==> src/hw/ccr_defines.svh <==
`ifndef CCR_DEFINES_SVH
`define CCR_DEFINES_SVH
// Register indices (byte address is four times the index)
`define CCR_IDX_SAMP_CLK 8'h2B
`define CCR_IDX_SYNC_POS 8'h2C
`define CCR_IDX_FSR_A 8'h30
`define CCR_IDX_FSR_B 8'h32
`define CCR_IDX_REF_SEL 8'h38
// Reset values
`define CCR_RST_SAMP_CLK 8'h11
`define CCR_RST_SYNC_POS 24'h000000
`define CCR_RST_FSR 16'hA000
`define CCR_RST_REF_SEL 8'h00
// Field positions
`define CCR_BIT_GAIN 4
`define CCR_BIT_NOISE 2
`define CCR_BIT_REFSEL 0
// Range code landmarks
`define CCR_FSR_MIN_REC 16'h2000
`define CCR_FSR_MAX 16'hFFFF
`endif

==> src/hw/ccr_pkg.sv <==
package ccr_pkg;
	typedef enum logic [1:0] {CCR_IDLE, CCR_ANSWER} ccr_state_t;
	typedef logic [7:0] ccr_byte_t;
endpackage

==> src/hw/ccr_field_if.sv <==
`timescale 1ns/10ps
interface ccr_field_if #(parameter int W = 8);
	logic wrEn;
	logic [W-1:0] wrData;
	logic [W-1:0] value;
	modport owner (input wrEn, input wrData, output value);
	modport user (output wrEn, output wrData, input value);
endinterface

==> src/hw/ccr_field.sv <==
`timescale 1ns/10ps
module ccr_field #(parameter int W = 8, parameter logic [W-1:0] RST = '0) (
	// Clock and reset
	input wire logic clk,
	input wire logic rst_n,
	// Field access
	ccr_field_if.owner fld
);
	logic [W-1:0] value_reg;
	logic [W-1:0] value_next;
	assign value_next = fld.wrEn ? fld.wrData : value_reg; // see [RULE5]
	always_ff @(posedge clk)
	begin
		if (!rst_n)
			value_reg <= RST;
		else
			value_reg <= value_next;
	end
	assign fld.value = value_reg;
endmodule // ccr_field

==> src/hw/ccr_regs.sv <==
// Design decision made here: the Avalon-MM interface to the registers.
`timescale 1ns/10ps
`include "ccr_defines.svh"
// Notes on behaviour
// [RULE1] Sampling clock control resets to 0x11.
// [RULE2] Bit 4 selects converter feedback gain, one is high, resets one.
// [RULE3] Bit 2 enables core supply noise suppression, resets zero.
// [RULE4] Bits 1:0 hold one-hot sampling delay, reset to one.
// [RULE5] Reserved bits reset zero, store and return writes, no effect.
// [RULE6] Capture position returns 24-bit sync edge position in bits 23:0.
// [RULE7] Capture position is read-only, undefined until a capture.
// [RULE8] Software uses capture position to choose the sync delay select.
// [RULE9] Channel A range: 16-bit read-write, resets 0xA000.
// [RULE10] Channel B range: separate 16-bit read-write, resets 0xA000.
// [RULE11] Codes 0x2000, 0xA000, 0xFFFF give 500, 800, 1000 mVPP.
// [RULE12] Software avoids range codes below 0x2000; they are accepted.
// [RULE13] Reference select bit 0 switches reference to core supply.
// [RULE14] Reference select resets to 0x00, band-gap in use.
module ccr_regs
	import ccr_pkg::*;
(
	// Clock and reset
	input wire logic clk,
	input wire logic rst_n,
	// Avalon-MM slave
	input wire logic [9:0] avs_address,
	input wire logic avs_read,
	input wire logic avs_write,
	input wire logic [3:0] avs_byteenable,
	input wire logic [31:0] avs_writedata,
	output logic [31:0] avs_readdata,
	output logic avs_waitrequest,
	// Capture from sync position detector
	input wire logic captureValid,
	input wire logic [23:0] captureValue,
	// Analog controls
	output logic clockConverterGainSelect,
	output logic coreSupplyNoiseSuppress,
	output logic [1:0] samplingDelayOnehot,
	output logic [15:0] fullScaleRangeChanA,
	output logic [15:0] fullScaleRangeChanB,
	output logic referenceSourceSelect,
	output logic syncCaptureDone
);
	ccr_state_t state_reg;
	ccr_state_t state_next;
	logic [31:0] rdData_reg;
	logic [31:0] rdData_next;
	logic [23:0] syncPos_reg;
	logic [23:0] syncPos_next;
	logic captured_reg;
	logic [7:0] wordIdx;
	logic aligned;
	logic accept;
	logic doWrite;
	logic hitSamp;
	logic hitPos;
	logic hitFsrA;
	logic hitFsrB;
	logic hitRef;
	logic [31:0] beMask;
	logic [31:0] rdMux;

	ccr_field_if #(.W(8)) sampIf();
	ccr_field_if #(.W(16)) fsrAIf();
	ccr_field_if #(.W(16)) fsrBIf();
	ccr_field_if #(.W(8)) refIf();

	// Address decode
	assign wordIdx = avs_address[9:2];
	assign aligned = (avs_address[1:0] == 2'h0);
	assign hitSamp = aligned && (wordIdx == `CCR_IDX_SAMP_CLK);
	assign hitPos = aligned && (wordIdx == `CCR_IDX_SYNC_POS);
	assign hitFsrA = aligned && (wordIdx == `CCR_IDX_FSR_A);
	assign hitFsrB = aligned && (wordIdx == `CCR_IDX_FSR_B);
	assign hitRef = aligned && (wordIdx == `CCR_IDX_REF_SEL);
	assign beMask = {{8{avs_byteenable[3]}}, {8{avs_byteenable[2]}},
		{8{avs_byteenable[1]}}, {8{avs_byteenable[0]}}};

	// One wait cycle, answer on the second
	assign accept = (state_reg == CCR_IDLE) && (avs_read || avs_write);
	assign doWrite = (state_reg == CCR_ANSWER) && avs_write;
	assign avs_waitrequest = (state_reg != CCR_ANSWER);
	assign state_next = accept ? CCR_ANSWER : CCR_IDLE;

	// Write ports with byte merging
	assign sampIf.wrEn = doWrite && hitSamp && avs_byteenable[0];
	assign sampIf.wrData = avs_writedata[7:0]; // see [RULE5]
	assign fsrAIf.wrEn = doWrite && hitFsrA && (avs_byteenable[1:0] != 2'h0);
	assign fsrAIf.wrData = (avs_writedata[15:0] & beMask[15:0])
		| (fsrAIf.value & ~beMask[15:0]); // see [RULE9]
	assign fsrBIf.wrEn = doWrite && hitFsrB && (avs_byteenable[1:0] != 2'h0);
	assign fsrBIf.wrData = (avs_writedata[15:0] & beMask[15:0])
		| (fsrBIf.value & ~beMask[15:0]); // see [RULE10]
	assign refIf.wrEn = doWrite && hitRef && avs_byteenable[0];
	assign refIf.wrData = avs_writedata[7:0];

	ccr_field #(.W(8), .RST(`CCR_RST_SAMP_CLK)) uSamp ( // see [RULE1]
		.clk(clk),
		.rst_n(rst_n),
		.fld(sampIf.owner)
	);
	ccr_field #(.W(16), .RST(`CCR_RST_FSR)) uFsrA ( // see [RULE9]
		.clk(clk),
		.rst_n(rst_n),
		.fld(fsrAIf.owner)
	);
	ccr_field #(.W(16), .RST(`CCR_RST_FSR)) uFsrB ( // see [RULE10]
		.clk(clk),
		.rst_n(rst_n),
		.fld(fsrBIf.owner)
	);
	ccr_field #(.W(8), .RST(`CCR_RST_REF_SEL)) uRef ( // see [RULE14]
		.clk(clk),
		.rst_n(rst_n),
		.fld(refIf.owner)
	);

	// Capture is hardware-loaded only; bus writes are ignored
	assign syncPos_next = captureValid ? captureValue : syncPos_reg; // see [RULE7]

	// Read selection
	assign rdMux = hitSamp ? {24'h000000, sampIf.value} :
		hitPos ? {8'h00, syncPos_reg} : // see [RULE6]
		hitFsrA ? {16'h0000, fsrAIf.value} :
		hitFsrB ? {16'h0000, fsrBIf.value} :
		hitRef ? {24'h000000, refIf.value} : 32'h00000000;
	assign rdData_next = (accept && avs_read) ? rdMux : rdData_reg;

	always_ff @(posedge clk)
	begin
		if (!rst_n)
		begin
			state_reg <= CCR_IDLE;
			rdData_reg <= 32'h00000000;
			syncPos_reg <= `CCR_RST_SYNC_POS;
			captured_reg <= 1'b0;
		end
		else
		begin
			state_reg <= state_next;
			rdData_reg <= rdData_next;
			syncPos_reg <= syncPos_next;
			captured_reg <= captured_reg | captureValid;
		end
	end

	// Analog control outputs
	assign avs_readdata = rdData_reg;
	assign clockConverterGainSelect = sampIf.value[`CCR_BIT_GAIN]; // see [RULE2]
	assign coreSupplyNoiseSuppress = sampIf.value[`CCR_BIT_NOISE]; // see [RULE3]
	assign samplingDelayOnehot = sampIf.value[1:0]; // see [RULE4]
	assign fullScaleRangeChanA = fsrAIf.value; // see [RULE11]
	assign fullScaleRangeChanB = fsrBIf.value; // see [RULE11]
	assign referenceSourceSelect = refIf.value[`CCR_BIT_REFSEL]; // see [RULE13]
	assign syncCaptureDone = captured_reg; // see [RULE7]
endmodule // ccr_regs

==> config.mk <==
export PLATFORM = sky130hd
export DESIGN_NAME = ccr_regs
export DESIGN_NICKNAME = d
export VERILOG_FILES = /design/src/hw/ccr_pkg.sv /design/src/hw/ccr_field_if.sv /design/src/hw/ccr_field.sv /design/src/hw/ccr_regs.sv
export VERILOG_INCLUDE_DIRS = /design/src /design/src/hw
export SDC_FILE = /design/constraint.sdc
export NUM_CORES = 1
export LEC_CHECK = 0
export BUFFER_PORTS_ARGS = -buffer_cell sky130_fd_sc_hd__buf_2
export CAP_MARGIN = 15
export CORE_MARGIN = 2
export CORE_UTILIZATION = 45
export DETAILED_ROUTE_END_ITERATION = 8
export GPL_ROUTABILITY_DRIVEN = 1
export GPL_TIMING_DRIVEN = 1
export PLACE_DENSITY = 0.8
export SYNTH_ARGS = -nofsm -noshare
export SYNTH_HDL_FRONTEND = slang
export SYNTH_SLANG_ARGS = --single-unit
==> constraint.sdc <==
create_clock -name clk -period 2.3 [get_ports clk]
set_input_delay 0 -clock clk [delete_from_list [all_inputs] [get_ports clk]]
set_output_delay 0 -clock clk [all_outputs]
set_load 0.01 [all_outputs]
==> results.py <==
metrics = {
    "layout": {
        "antenna_cells": 0,
        "nets": 687,
        "syn_to_final_growth_pct": 29.9,
        "layout.cells.non_filler": 750,
        "final_area_mm2": 0.00578,
        "drive_above_1_share_pct": 25.8,
        "fill_cells": 841,
    },
    "timing": {
        "period_share_pct": 92.1,
        "hold_viol": 0,
        "tns_ns": 0,
        "setup_viol": 0,
        "fin_crit_ns": 2.12,
        "slew_headroom_pct": 39.4,
        "tightest_slew_ns": 0.902,
        "report.final.slew_viol_count": 0,
        "fin_worst_skew_ns": 0.00754,
        "fmax_ghz": 0.472,
        "hold_ws_ns": 0.0923,
        "rsz0062_at_grt": "no",
    },
    "synth": {
        "netlist_area_mm2": 0.00445,
        "synth_flop_cell": "dfxtp_1",
        "synth_top_area_share_pct": 44.1,
        "ys_types": 39,
        "synth_most_common_cell": "dfxtp_1",
        "seq_area_frac_synth_pct": 44.1,
        "yosysWarningCount": 0,
        "synth-async-reset-ratio_pct": 0,
        "synthCells": 461,
        "synth_top_cells_by_area": "dfxtp_1 44%, mux2i_1 16%, nor2b_1 6.3%",
        "ys_top_cells_by_count": "98 x dfxtp_1, 72 x mux2i_1, 52 x nand2_1, 45 x nor2b_1, 27 x clkbuf_1",
        "synth-seq-cells": 98,
        "synth_edf_count": 0,
        "yosysTopAreaCell": "dfxtp_1",
        "syn_avg_cell_area_um2": 9.64,
    },
    "power_and_ir_drop": {
        "power.total_mw": 3.27,
        "p_per_area_mw_per_mm2": 565,
        "cellLeakagePower_nw": 2.42,
        "ir_worst_vdd_v": 0.000410,
    },
    "critical_path": {
        "crit_arrival_ns": 2.37,
        "slowest_delay_ns": 0.56,
        "cp_cell_sequence": "nand3_2 -> nor4_4 -> buf_4 -> mux2i_1 -> nand2_1 -> dlygate4sd3_1",
        "critPathRequiredTime_ns": 2.55,
        "worst-path-stages": 6,
        "path_max_fanout": 8,
        "worst-r2r-setup-slack_ns": 0.18,
        "critPathCaptureType": "flip-flop",
        "r2r_cells": 6,
        "startpoint_type": "flip-flop",
        "slowest_stage": "dlygate4sd3_1",
        "cp_top_family": "buffers and inverters",
        "crit_buf_inv": 2,
        "crit_type": "flip-flop to flip-flop",
    },
    "die": {
        "die_h_um": 103,
        "die_w_um": 103,
        "start_util_pct": 45.9,
        "die_area_mm2": 0.0107,
        "core_area_mm2": 0.00968,
        "design.portCount": 146,
        "num_rows": 36,
    },
    "cts": {
        "htreeDepth": 3,
        "cts_sinks": 98,
        "clock_latency_ns": 0.36,
        "root_buffer": "clkbuf_8",
        "path_clk_slew_ns": 0.10,
        "cts_tree": "done",
        "cts_buffers": 9,
        "clk_path_buf_depth": 2,
    },
    "place": {
        "placed_cells": 691,
        "dpl_cell_area_mm2": 0.00513,
        "gp_congestion": 0.955,
        "hpwl_mm": 8.47,
        "io_buffers": 119,
    },
    "global_route": {
        "grt_overflow": 0,
        "antenna_found_initial": 0,
        "grt_pass1_vias": 3702,
        "grt_max_degree": 51,
        "track_usage_pct": 22.5,
        "grt_pass1_wl_mm": 18.6,
    },
    "drt": {
        "dr.pass1.iters": 5,
        "via_count": 3929,
        "wire_per_inst_um": 16.3,
        "ant_nets": 0,
        "drc": 0,
        "viasPerCell": 5.24,
        "drt_iter0_drc": 227,
        "wl_mm": 12.2,
    },
    "hold_path": {
        "hp-class": "input port to flip-flop",
        "hold_path_depth": 3,
    },
    "run": {
        "drv_cap": 0,
    },
    "run_status": {
        "status": "completed",
    },
}
-- path summary, 6_finish.rpt --
| path | from | endpoint |
|---|---|---|
| max | state_reg[0] | uSamp.fld.value[4] |
| min | rst_n | flip-flop |
| max reg2reg | state_reg[0] | uSamp.fld.value[4] |
| min reg2reg | flip-flop | flip-flop |
-- final cells by class --
| class | instances | area, um^2 | area share [%] |
|---|---|---|---|
| clock buffers | 9 | 124 | 2.14 |
| clock inverters | 7 | 86.3 | 1.49 |
| inverters | 3 | 11.3 | 0.195 |
| multi-input cells | 320 | 2260 | 39.2 |
| flip-flops and latches | 98 | 1960 | 34.0 |
| well taps | 133 | 166 | 2.88 |
| repair buffers | 180 | 1160 | 20.1 |
-- worst min-delay path: stages --
cell,delay [ns]
buf_2,0.23
nand2_1,0.11
mux2i_1,0.05
-- kinds of logic after synthesis --
family,share of synthesized area [%]
other,0.0844
flip-flops,44.1
AO/OA/AOI/OAI,12.7
multiplexers,18.2
buffers and inverters,5.63
AND/OR/NAND/NOR,19.3
-- cells in the final DEF, fill, tap and decap left out, types with 5 or more instances in the layout --
cell           count
a22oi_1           16
nand3_1            9
nor2b_1           45
mux2i_1           72
or3_1              5
mux2_1             8
a211oi_1           8
o21ai_1            8
o21ai_0            7
a21boi_1          16
conb_1             8
dfxtp_1           98
a21oi_1           14
nand2_1           52
clkbuf_8           9
nor3_1            12
o221ai_1           7
nand3b_1           9
dlygate4sd3_1     43
buf_4             18
buf_2            119
-- power by group --
part / switching (mW) / total (mW) / internal [mW]
Sequential: 0.0259 / 1.76 / 1.73
Combinational: 0.175 / 0.344 / 0.168
Clock: 0.638 / 1.16 / 0.524
-- per-layer routing --
| layer | GRT usage, % | up-vias | part of all wire (%) |
|---|---|---|---|
| met5 | 0 | - | 0 |
| met4 | 6.28 | 0 | 1.2 |
| met3 | 3.90 | 9 | 6.3 |
| met2 | 35.6 | 147 | 47 |
| met1 | 31.8 | 1863 | 46 |
| li1 | - | 1910 | - |
-- timing repair --
item	in CTS	in global routing
hold endpoints to repair	72	0
gates resized for setup	0	1
setup buffers	0	0
endpoints found under the setup margin	0	1
hold buffers	43	0
-- metrics by stage --
step	util [%]	worst slack [ns]
6_report	59.6	0.182
3_3_place_gp	53.0	0.247
3_5_place_dp	53.0	0.210
5_1_grt	59.6	0.0577
2_1_floorplan	-	0.535
4_1_cts	59.6	0.0659
(Power assumes the default switching activity.)
